**src/verilog/switch_ctl_pkg.sv**
```systemverilog
// shared constants and carrier types for the octal switch serial control
package switch_ctl_pkg;
  localparam int unsigned WORD_W     = 16;
  localparam int unsigned CHAN_N     = 8;
  localparam int unsigned CNT_W      = 8;
  localparam int unsigned FIRST_LEN  = 16;   // clocks for the first word
  localparam int unsigned STEP_LEN   = 8;    // clocks per further chunk
  localparam int unsigned ONOFF_LSB  = 0;    // on/off bits 7..0
  localparam int unsigned DETECT_LSB = 8;    // detect enable bits 15..8
  localparam int unsigned PWM_CH_A   = 4;    // output five
  localparam int unsigned PWM_CH_B   = 5;    // output six
  localparam logic [WORD_W-1:0] CMD_RESET = 16'h0000;
  localparam logic [CNT_W-1:0]  CNT_FIRST = 8'h10;
  localparam logic [2:0]        STEP_MASK = 3'h7;

  // per-output fault flags from the analog side, already filtered
  typedef struct packed {
    logic [CHAN_N-1:0] open_load;
    logic [CHAN_N-1:0] short_fault;
    logic [CHAN_N-1:0] thermal_limit_flag;
  } fault_flags_s;

  // per-output drive and detect current enables
  typedef struct packed {
    logic [CHAN_N-1:0] drive;
    logic [CHAN_N-1:0] detect_current;
  } driver_ctl_s;

  typedef enum logic [1:0] {
    LINK_IDLE  = 2'b01,
    LINK_FRAME = 2'b10
  } link_state_e;
endpackage : switch_ctl_pkg

```
**src/verilog/octal_switch_spi_control.sv**
```systemverilog
// serial command and fault-report logic of an eight-channel load switch
`timescale 1ns/100ps

module octal_switch_spi_control
  import switch_ctl_pkg::*;
(
  input  wire logic              ref_clk,
  input  wire logic              reset,
  input  wire logic              serial_clock,
  input  wire logic              chip_select_n,
  input  wire logic              serial_command_in,
  output logic                   serial_status_out,
  output logic                   serial_status_oe,
  input  wire logic              enable_in,
  input  wire logic              logic_supply,
  input  wire logic              battery_supply,
  input  wire logic              direct_pwm_input_five,
  input  wire logic              direct_pwm_input_six,
  input  wire logic              overvoltage_flag,
  input  wire fault_flags_s      fault_flags,
  output driver_ctl_s            driver_ctl
);

  // three-stage synchronisers for the serial, pwm and power pins; overvoltage and fault flags are used unsynchronised
  localparam int unsigned SYNC_N = 7;
  logic [SYNC_N-1:0] pin_raw;
  logic [SYNC_N-1:0] s1_r, s2_r, s3_r;
  logic [SYNC_N-1:0] stable_r, stable_nxt;
  assign pin_raw = {battery_supply, logic_supply, enable_in, direct_pwm_input_six,
                    direct_pwm_input_five, serial_command_in, serial_clock};

  always_ff @(posedge ref_clk or posedge reset) begin
    if (reset) begin
      s1_r <= '0;
      s2_r <= '0;
      s3_r <= '0;
    end else begin
      s1_r <= pin_raw;
      s2_r <= s1_r;
      s3_r <= s2_r;
    end
  end

  // a level counts once stages two and three agree
  genvar gi;
  generate
    for (gi = 0; gi < SYNC_N; gi++) begin : g_filt
      always_comb begin
        stable_nxt[gi] = (s2_r[gi] == s3_r[gi]) ? s3_r[gi] : stable_r[gi];
      end
    end
  endgenerate

  // chip select idles high, so its chain presets to one
  logic cs1_r, cs2_r, cs3_r, cs_r, cs_nxt;
  always_ff @(posedge ref_clk or posedge reset) begin
    if (reset) begin
      cs1_r    <= 1'b1;
      cs2_r    <= 1'b1;
      cs3_r    <= 1'b1;
      cs_r     <= 1'b1;
      stable_r <= '0;
    end else begin
      cs1_r    <= chip_select_n;
      cs2_r    <= cs1_r;
      cs3_r    <= cs2_r;
      cs_r     <= cs_nxt;
      stable_r <= stable_nxt;
    end
  end
  always_comb begin
    cs_nxt = (cs2_r == cs3_r) ? cs3_r : cs_r;
  end

  logic sclk_s, din_s, pwm5_s, pwm6_s, en_s, vdd_s, vpwr_s;
  assign {vpwr_s, vdd_s, en_s, pwm6_s, pwm5_s, din_s, sclk_s} = stable_r;

  // edge detection on the filtered levels
  logic sclk_d_r, cs_d_r, en_d_r, vdd_d_r, vpwr_d_r;
  always_ff @(posedge ref_clk or posedge reset) begin
    if (reset) begin
      sclk_d_r <= 1'b0;
      cs_d_r   <= 1'b1;
      en_d_r   <= 1'b0;
      vdd_d_r  <= 1'b0;
      vpwr_d_r <= 1'b0;
    end else begin
      sclk_d_r <= sclk_s;
      cs_d_r   <= cs_r;
      en_d_r   <= en_s;
      vdd_d_r  <= vdd_s;
      vpwr_d_r <= vpwr_s;
    end
  end

  logic sclk_rise, sclk_fall, cs_fall, cs_rise, por_event, sleep;
  assign sclk_rise = sclk_s & ~sclk_d_r;
  assign sclk_fall = ~sclk_s & sclk_d_r;
  assign cs_fall   = ~cs_r & cs_d_r;
  assign cs_rise   = cs_r & ~cs_d_r;
  // power-on reset on enable or supply rising; absent supply means sleep
  assign por_event = (en_s & ~en_d_r) | (vdd_s & ~vdd_d_r) | (vpwr_s & ~vpwr_d_r);
  assign sleep     = ~en_s | ~vdd_s | ~vpwr_s;

  // frame state, shift register, clock count, command register
  link_state_e       state_r, state_nxt;
  logic [WORD_W-1:0] shift_r, shift_nxt;
  logic [WORD_W-1:0] cmd_r, cmd_nxt;
  logic [CNT_W-1:0]  cnt_r, cnt_nxt;
  logic              dout_r, dout_nxt;
  logic [CHAN_N-1:0] status_now;
  logic              count_ok;

  // status capture: on-state open load hidden, off-state needs detect current
  always_comb begin
    status_now = fault_flags.short_fault | fault_flags.thermal_limit_flag
               | (fault_flags.open_load & ~cmd_r[ONOFF_LSB +: CHAN_N]
                  & cmd_r[DETECT_LSB +: CHAN_N]);
  end

  // 16 clocks, then any multiple of 8 more; count wraps at 256, so 256- and 264-clock frames are rejected
  assign count_ok = (cnt_r >= CNT_FIRST) && ((cnt_r[2:0] & STEP_MASK) == 3'h0);

  always_comb begin
    state_nxt = state_r;
    shift_nxt = shift_r;
    cmd_nxt   = cmd_r;
    cnt_nxt   = cnt_r;
    dout_nxt  = dout_r;
    unique case (state_r)
      LINK_IDLE: begin
        // clock and data ignored while deselected
        if (cs_fall) begin
          state_nxt = LINK_FRAME;
          // upper byte zero, fault flags of the previous state below
          shift_nxt = {{(WORD_W-CHAN_N){1'b0}}, status_now};
          cnt_nxt   = '0;
          dout_nxt  = 1'b0;
        end
      end
      LINK_FRAME: begin
        if (sclk_rise) begin
          dout_nxt = shift_r[WORD_W-1];
        end
        if (sclk_fall) begin
          shift_nxt = {shift_r[WORD_W-2:0], din_s};
          cnt_nxt   = cnt_r + 8'h01;
        end
        if (cs_rise) begin
          state_nxt = LINK_IDLE;
          if (count_ok) begin
            cmd_nxt = shift_r;
          end
        end
      end
    endcase
    if (sleep || por_event) begin
      state_nxt = LINK_IDLE;
      cmd_nxt   = CMD_RESET;
      cnt_nxt   = '0;
      dout_nxt  = 1'b0;
    end
  end

  always_ff @(posedge ref_clk or posedge reset) begin
    if (reset) begin
      state_r <= LINK_IDLE;
      shift_r <= '0;
      cmd_r   <= CMD_RESET;
      cnt_r   <= '0;
      dout_r  <= 1'b0;
    end else begin
      state_r <= state_nxt;
      shift_r <= shift_nxt;
      cmd_r   <= cmd_nxt;
      cnt_r   <= cnt_nxt;
      dout_r  <= dout_nxt;
    end
  end

  // serial output drive; follows the filtered select, three to four cycles late
  assign serial_status_out = dout_r;
  assign serial_status_oe  = ~cs_r;

  // driver outputs registered; protection overrides without losing the command
  driver_ctl_s drv_r, drv_nxt;
  logic [CHAN_N-1:0] want_on;
  always_comb begin
    want_on = cmd_r[ONOFF_LSB +: CHAN_N];
    want_on[PWM_CH_A] = cmd_r[ONOFF_LSB + PWM_CH_A] | pwm5_s;
    want_on[PWM_CH_B] = cmd_r[ONOFF_LSB + PWM_CH_B] | pwm6_s;
    drv_nxt.drive = want_on & ~fault_flags.thermal_limit_flag
                  & {CHAN_N{~overvoltage_flag}};
    drv_nxt.detect_current = cmd_r[DETECT_LSB +: CHAN_N];
    if (sleep) begin
      drv_nxt = '0;
    end
  end

  always_ff @(posedge ref_clk or posedge reset) begin
    if (reset) begin
      drv_r <= '0;
    end else begin
      drv_r <= drv_nxt;
    end
  end
  assign driver_ctl = drv_r;

  // checks
  property p_oe_follows_cs;
    @(posedge ref_clk) disable iff (reset)
      (cs2_r == cs3_r) |=> serial_status_oe == ~$past(cs3_r);
  endproperty
  a_oe_follows_cs: assert property (p_oe_follows_cs) else $error("oe not tied to select");

  property p_status_upper_zero;
    @(posedge ref_clk) disable iff (reset)
      (state_r == LINK_IDLE && cs_fall && !sleep && !por_event) |=>
        shift_r[WORD_W-1:CHAN_N] == '0 && shift_r[CHAN_N-1:0] == $past(status_now);
  endproperty
  a_status_upper_zero: assert property (p_status_upper_zero) else $error("bad status load");

  property p_hidden_open;
    @(posedge ref_clk) disable iff (reset)
      (!fault_flags.short_fault[0] && !fault_flags.thermal_limit_flag[0] &&
       !cmd_r[DETECT_LSB]) |-> !status_now[0];
  endproperty
  a_hidden_open: assert property (p_hidden_open) else $error("open load shown w/o current");

  property p_sleep_off;
    @(posedge ref_clk) disable iff (reset) sleep |=> driver_ctl == '0;
  endproperty
  a_sleep_off: assert property (p_sleep_off) else $error("outputs alive in sleep");

  property p_por_clears;
    @(posedge ref_clk) disable iff (reset) por_event |=> cmd_r == CMD_RESET;
  endproperty
  a_por_clears: assert property (p_por_clears) else $error("command kept over reset");

  property p_cmd_only_at_cs_rise;
    @(posedge ref_clk) disable iff (reset)
      (cmd_r != $past(cmd_r)) |-> $past(cs_rise) || $past(sleep) || $past(por_event);
  endproperty
  a_cmd_only_at_cs_rise: assert property (p_cmd_only_at_cs_rise) else $error("early update");

  property p_bad_count;
    @(posedge ref_clk) disable iff (reset)
      (state_r == LINK_FRAME && cs_rise && !count_ok && !sleep && !por_event) |=> $stable(cmd_r);
  endproperty
  a_bad_count: assert property (p_bad_count) else $error("bad count accepted");

  property p_overvolt;
    @(posedge ref_clk) disable iff (reset) overvoltage_flag |=> driver_ctl.drive == '0;
  endproperty
  a_overvolt: assert property (p_overvolt) else $error("output on in overvoltage");

  property p_pwm_or;
    @(posedge ref_clk) disable iff (reset)
      (pwm5_s && !sleep && !overvoltage_flag && !fault_flags.thermal_limit_flag[PWM_CH_A])
        |=> driver_ctl.drive[PWM_CH_A];
  endproperty
  a_pwm_or: assert property (p_pwm_or) else $error("pwm input ignored");

  c_good_frame: cover property (@(posedge ref_clk) disable iff (reset)
    state_r == LINK_FRAME && cs_rise && count_ok);
  c_chain_frame: cover property (@(posedge ref_clk) disable iff (reset)
    cs_rise && count_ok && cnt_r > CNT_FIRST);
  c_bad_frame: cover property (@(posedge ref_clk) disable iff (reset)
    state_r == LINK_FRAME && cs_rise && !count_ok);
  c_fault_seen: cover property (@(posedge ref_clk) disable iff (reset)
    cs_fall && status_now != '0);

endmodule : octal_switch_spi_control

```
**config.mk**
```make
export PLATFORM = sky130hd
export DESIGN_NAME = octal_switch_spi_control
export DESIGN_NICKNAME = d
export VERILOG_FILES = /design/src/verilog/switch_ctl_pkg.sv /design/src/verilog/octal_switch_spi_control.sv
export SDC_FILE = /design/constraint.sdc
export NUM_CORES = 1
export LEC_CHECK = 0
export ABC_AREA = 1
export BUFFER_PORTS_ARGS = -buffer_cell sky130_fd_sc_hd__buf_2
export CORE_UTILIZATION = 30
export DETAILED_ROUTE_END_ITERATION = 12
export PLACE_DENSITY_LB_ADDON = 0.2
export SYNTH_ARGS = -nofsm -noshare
export SYNTH_HDL_FRONTEND = slang
export SYNTH_SLANG_ARGS = --single-unit
```
**constraint.sdc**
```tcl
create_clock -name ref_clk -period 6.75 [get_ports ref_clk]
set_input_delay 0.3375 -clock ref_clk [delete_from_list [all_inputs] [get_ports ref_clk]]
set_output_delay 0.3375 -clock ref_clk [all_outputs]
set_load 0.01 [all_outputs]
```
## Word-level counts from Yosys, hierarchy flattened

Index checks and enable logic that the tools add are counted.

| word-level totals | value |
|---|---|
| logic and storage cells | 107 |
| memory bits (writable) | 0 |
| bits of input ports | 35 |
| bits in registers | 96 |
| bits in read-only memories | 0 |
| memories kept | 0 |
| bits in latches | 0 |

| cells by class | value |
|---|---|
| shift operators | 0 |
| reductions and logical operators | 11 |
| bitwise operators | 32 |
| multiplexer cells | 20 |
| $mul | 0 |
| add/sub/neg operators | 1 |
| equality and inequality tests | 16 |
| magnitude comparators | 1 |
| div/mod/pow operators | 0 |

Operators with widths:

| kind | count |
|---|---|
| $mux W16 | 7 |
| $and A8 B8 Y8 | 4 |
| $pmux W16 S2 | 1 |
| $mux W8 | 3 |
| $not A8 Y8 | 2 |
| $or A8 B8 Y8 | 2 |
| $pmux W8 S2 | 1 |
| $ne A3 B3 Y1 const B | 4 |
| $not A1 Y1 | 11 |
| $add A8 B1 Y8 const B | 1 |
| $eq A1 B1 Y1 | 8 |
| $ge A8 B5 Y1 const B | 1 |
| $reduce_and A2 Y1 | 4 |
| $and A1 B1 Y1 | 7 |
| $mux W2 | 3 |
| $or A1 B1 Y1 | 6 |
| $reduce_bool A2 Y1 | 3 |
| $ne A2 B2 Y1 const B | 2 |
| $pmux W2 S2 | 1 |
| $logic_not A3 Y1 | 1 |
| $mux W1 | 3 |
| $reduce_and A3 Y1 | 1 |
| $eq A2 B1 Y1 const B | 1 |
| $eq A2 B2 Y1 const B | 1 |
| 3 further kinds | 3 |

## Depth between registers and ports, before layout

| depth | value |
|---|---|
| depth in word-level cells | 7 |
| mapped depth | 9 |
| gate-level depth less buffers | 9 |

## Worst setup path after synthesis

OpenSTA, ideal clock, no wires.

| path | value |
|---|---|
| path type | flip-flop to flip-flop |
| start point | reg cs_r |
| end point | reg cmd_r[9] |
| data arrival time | 1295 ps |
| setup time | 117 ps |
| slack | 5337 ps |
| period minus slack after synthesis | 1413 ps |
| buffers on the path | 1 |
| cell stages (with the launch flop) | 7 |
| cell sequence | dfstp_2 nand2_1 nor3_4 nand2_4 buf_6 nand3_2 nand2_1 |

| between the ends | value |
|---|---|
| word-level cells in the longest chain between the ends | 3 |

Ends and longest elaborated chain:

| what | RTL line | RTL |
|---|---|---|
| start: declaration | octal_switch_spi_control.sv:55 | `logic cs1_r, cs2_r, cs3_r, cs_r, cs_nxt;` |
| start signal: assignment | octal_switch_spi_control.sv:67 | `cs_r <= cs_nxt;` |
| $and A1 B1 Y1 | octal_switch_spi_control.sv:100 | `assign cs_rise = cs_r & ~cs_d_r;` |
| $reduce_bool A2 Y1 (no line) | - |  |
| $reduce_and A3 Y1 (no line) | - |  |
| end signal: assignment | octal_switch_spi_control.sv:175 | `cmd_r <= cmd_nxt;` |
| end: declaration | octal_switch_spi_control.sv:108 | `logic [WORD_W-1:0] cmd_r, cmd_nxt;` |

Every way passes these cells.
A chain may end at the register's enable or synchronous reset.

## Worst setup path in the final report

| path | value |
|---|---|
| start point | reg state_r[1] |
| end point | reg cnt_r[4] |

| between the ends | value |
|---|---|
| word-level cells in the longest chain between the ends | 3 |
| elaborated cells on any way between the ends | 7 |
| classes of those cells | eq/ne: 4; mux: 2; reduce/logical: 1 |

Ends and longest elaborated chain:

| what | RTL line | RTL |
|---|---|---|
| start: declaration | octal_switch_spi_control.sv:106 | `link_state_e state_r, state_nxt;` |
| start signal: assignment | octal_switch_spi_control.sv:173 | `state_r <= state_nxt;` |
| $eq A2 B2 Y1 / $eq A2 B1 Y1 (equally long branches) | octal_switch_spi_control.sv:130 | `unique case (state_r)` |
| $pmux W8 S2 / $ne A3 B3 Y1 (equally long branches) | - |  |
| $mux W8 / $reduce_and A2 Y1 (equally long branches) | - |  |
| end signal: assignment | octal_switch_spi_control.sv:176 | `cnt_r <= cnt_nxt;` |
| end: declaration | octal_switch_spi_control.sv:109 | `logic [CNT_W-1:0] cnt_r, cnt_nxt;` |

Parallel ways exist; a longest one is shown, timed or not.

==> flow_metrics.tcl <==
set metrics [dict create \
    cp.required_ns 6.99 \
    dr.pass1.iters 4 \
    coreArea_um2 12210 \
    cp_slowest_cell "nor2_2" \
    ys_seq_elements 96 \
    syn_area_per_cell_um2 9.938 \
    drv_slew 0 \
    critPathCaptureType "register" \
    synth_edf_count 0 \
    setup_violations 0 \
    place_hpwl_um 4992 \
    syn_inst 384 \
    cpMostUsedCell "nand2_1" \
    fillers 1236 \
    cap_violations 0 \
    startpoint_type "register" \
    cts_made_buffers 9 \
    clock_path_buffers 2 \
    clkSinkCount 96 \
    ys_warn_count 0 \
    port_buffers 52 \
    top_usage_layer "met2" \
    dieArea_um2 13180 \
    grt_pass1_wl_um 12700 \
    clock.fmax_mhz 448.6 \
    grt_antenna_before_repair 0 \
    path_cells "inv_1 > nor2_2 > nand2_1 > nand2_2 > nand2_2 > nand2_1 > nand2_1 > nand2_1 > inv_1" \
    placed_cell_area_um2 4224 \
    vdd_drop_max_mv 0.1303 \
    critPathTopFamily "simple AND/OR/NAND/NOR gates" \
    path_class "register to register" \
    crit_cells 9 \
    grtUsageMet3_pct 2.899 \
    leakage_nw 2.227 \
    root_buffer "clkbuf_16" \
    synth_cell_types 29 \
    yosysSeqAreaShare_pct 63.15 \
    wire_per_inst_um 12.43 \
    stdcell_count 608 \
    start_util_pct 31.25 \
    cp_max_fo 27 \
    grt_start_max_net_pins 56 \
    synthArstFlopShare_pct 100.0 \
    tritoncts "yes" \
    period_share_pct 33.02 \
    ys.flop_type "dfrtp_1" \
    finalCriticalPeriod_ns 2.229 \
    layout-drive-gt1-share_pct 22.27 \
    worst-path-buf-inv 2 \
    drt-initial-drc-count 110 \
    dp.cells 592 \
    use_met2_pct 20.32 \
    antennaDiodeCount 0 \
    die_y_um 114.8 \
    cts_hold_buf 0 \
    area_growth_pct 19.51 \
    cts_setup_buffers 0 \
    ios 53 \
    layout.nets 472 \
    clkSlewWorstSetupHoldPaths_ns 0.06 \
    dieWidth_um 114.8 \
    clk_latency_ns 0.34 \
    ctsResizeCount 0 \
    vias 2655 \
    status "finished clean" \
    viasPerCell 4.367 \
    grt_use_met1_pct 16.28 \
    finClkSkew_ns 0.006090 \
    max_stage_delay_ns 0.64 \
    setup_tns_ns 0 \
    syn_area_um2 3816 \
    drc 0 \
    reg2regPathDepth 9 \
    grt_overflow 0 \
    cp.arrival_ns 2.47 \
    syn_nets 421 \
    stdcell_area_um2 4561 \
    cellPowerDensity_nw_per_um2 274.4 \
    hold_path.class "input pin to async pin" \
    routed_wl_um 7555 \
    row_count 40 \
    routabilityCongestion 0.7481 \
    maxSlewHeadroom_pct 43.57 \
    rsz0062_at_grt "false" \
    worstMarginPinSlew_ns 0.8456 \
    htree_levels 3 \
    antenna_left 0 \
    grt_pass1_vias 2618 \
    hold_viol 0 \
    grt_usage_pct 12.82 \
]
==> layer usage <==
layer  vias up  share of wire [%]
li1       1339                  -
met1      1251                 49
met2        53                 45
met3        12                3.8
met4         0                2.4
met5         -                  0
==> sequential cells by signal (all words and copies together) (netlist names), 2 cells and up <==
| register | cells |
|---|---|
| cmd_r | 16 |
| cnt_r | 8 |
| driver_ctl | 16 |
| s1_r | 7 |
| s2_r | 7 |
| s3_r | 7 |
| shift_r | 16 |
| stable_r | 7 |
| state_r | 2 |
==> cell usage after synthesis (2+ instances only) <==
cell | instances | share of area [%]
dfrtp_1 | 90 | 59
nor3_1 | 8 | 1.0
inv_2 | 3 | 0.30
nand4_1 | 17 | 2.8
maj3_1 | 8 | 2.1
nor2_1 | 37 | 3.6
nand2_1 | 91 | 9.0
nand3_2 | 10 | 2.6
inv_1 | 35 | 3.4
ha_1 | 2 | 0.66
nand3_1 | 21 | 2.8
buf_4 | 4 | 0.79
buf_2 | 6 | 0.79
clkbuf_1 | 2 | 0.20
o21ai_1 | 15 | 2.0
nand2_2 | 3 | 0.49
a21oi_1 | 15 | 2.0
dfstp_2 | 6 | 4.1
==> worst reg2reg max path, stage by stage, from the launching register on <==
cell	delay (ns)
dfrtp_1	0.37
inv_1	0.06
nor2_2	0.64
nand2_1	0.14
nand2_2	0.44
nand2_2	0.24
nand2_1	0.11
nand2_1	0.05
nand2_1	0.05
inv_1	0.04
==> stage by stage <==
step | utilization (%) | total power [mW] | hold WS (ns) | worst slack (ns)
6_report | 37.35 | 1.252 | 0.03370 | 4.521
2_1_floorplan | - | 0.6640 | 0.3312 | 3.917
3_5_place_dp | 34.59 | 0.6911 | 0.3347 | 4.522
4_1_cts | 37.35 | 1.273 | 0.05722 | 4.504
5_1_grt | 37.35 | 1.306 | 0.07865 | 4.242
3_3_place_gp | 34.59 | 0.6899 | 0.3316 | 4.562
==> worst paths after layout <==
path / from / end / slack (ns)
setup / recovery: state_r[1] / cnt_r[4] / 4.52
min in group ref_clk: chip_select_n / cs1_r / 0.09
setup reg to reg: state_r[1] / cnt_r[4] / 4.52
max in group asynchronous: reset / state_r[1] / 5.64
hold reg to reg: s1_r[4] / s2_r[4] / 0.35
hold / removal: reset / driver_ctl[6] / 0.03
==> power by group <==
part | switching (mW) | internal, mW | leakage (nW) | total (mW)
Clock | 0.213 | 0.361 | 0.162 | 0.573
Combinational | 0.0394 | 0.0213 | 0.848 | 0.0608
Sequential | 0.0161 | 0.601 | 1.22 | 0.617
Total | 0.268 | 0.983 | 2.23 | 1.25
==> layout make-up <==
cell class              instances  area (µm²)  area share (%)
clock buffers                  10       229.0           5.021
inverters                      39       148.9           3.265
flip-flops and latches         96        2410           52.84
clock inverters                 6       107.6           2.359
well taps                     168       210.2           4.609
multi-input cells             235        1180           25.87
repair buffers                 54       275.3           6.036
==> cell usage in the layout (no fill, tap or decap), drive strengths merged, types with 2 or more instances in the layout <==
cell type,count
nor2,38
clkinv,3
a21oi,15
nand4,18
o21ai,16
nor3,9
nand3,31
maj3,8
dfrtp,90
buf,54
bufinv,3
clkbuf,10
nand2,95
ha,2
dfstp,6
inv,38
or2,2
==> cell families after synthesis <==
family,after synthesis,synth area share [%]
fa+ha+maj,10,2.754
buf+inv,53,6.000
flops,96,63.15
simple gates,193,23.84
compound gates,32,4.262
Note: power is estimated with default switching activity, not from simulation.
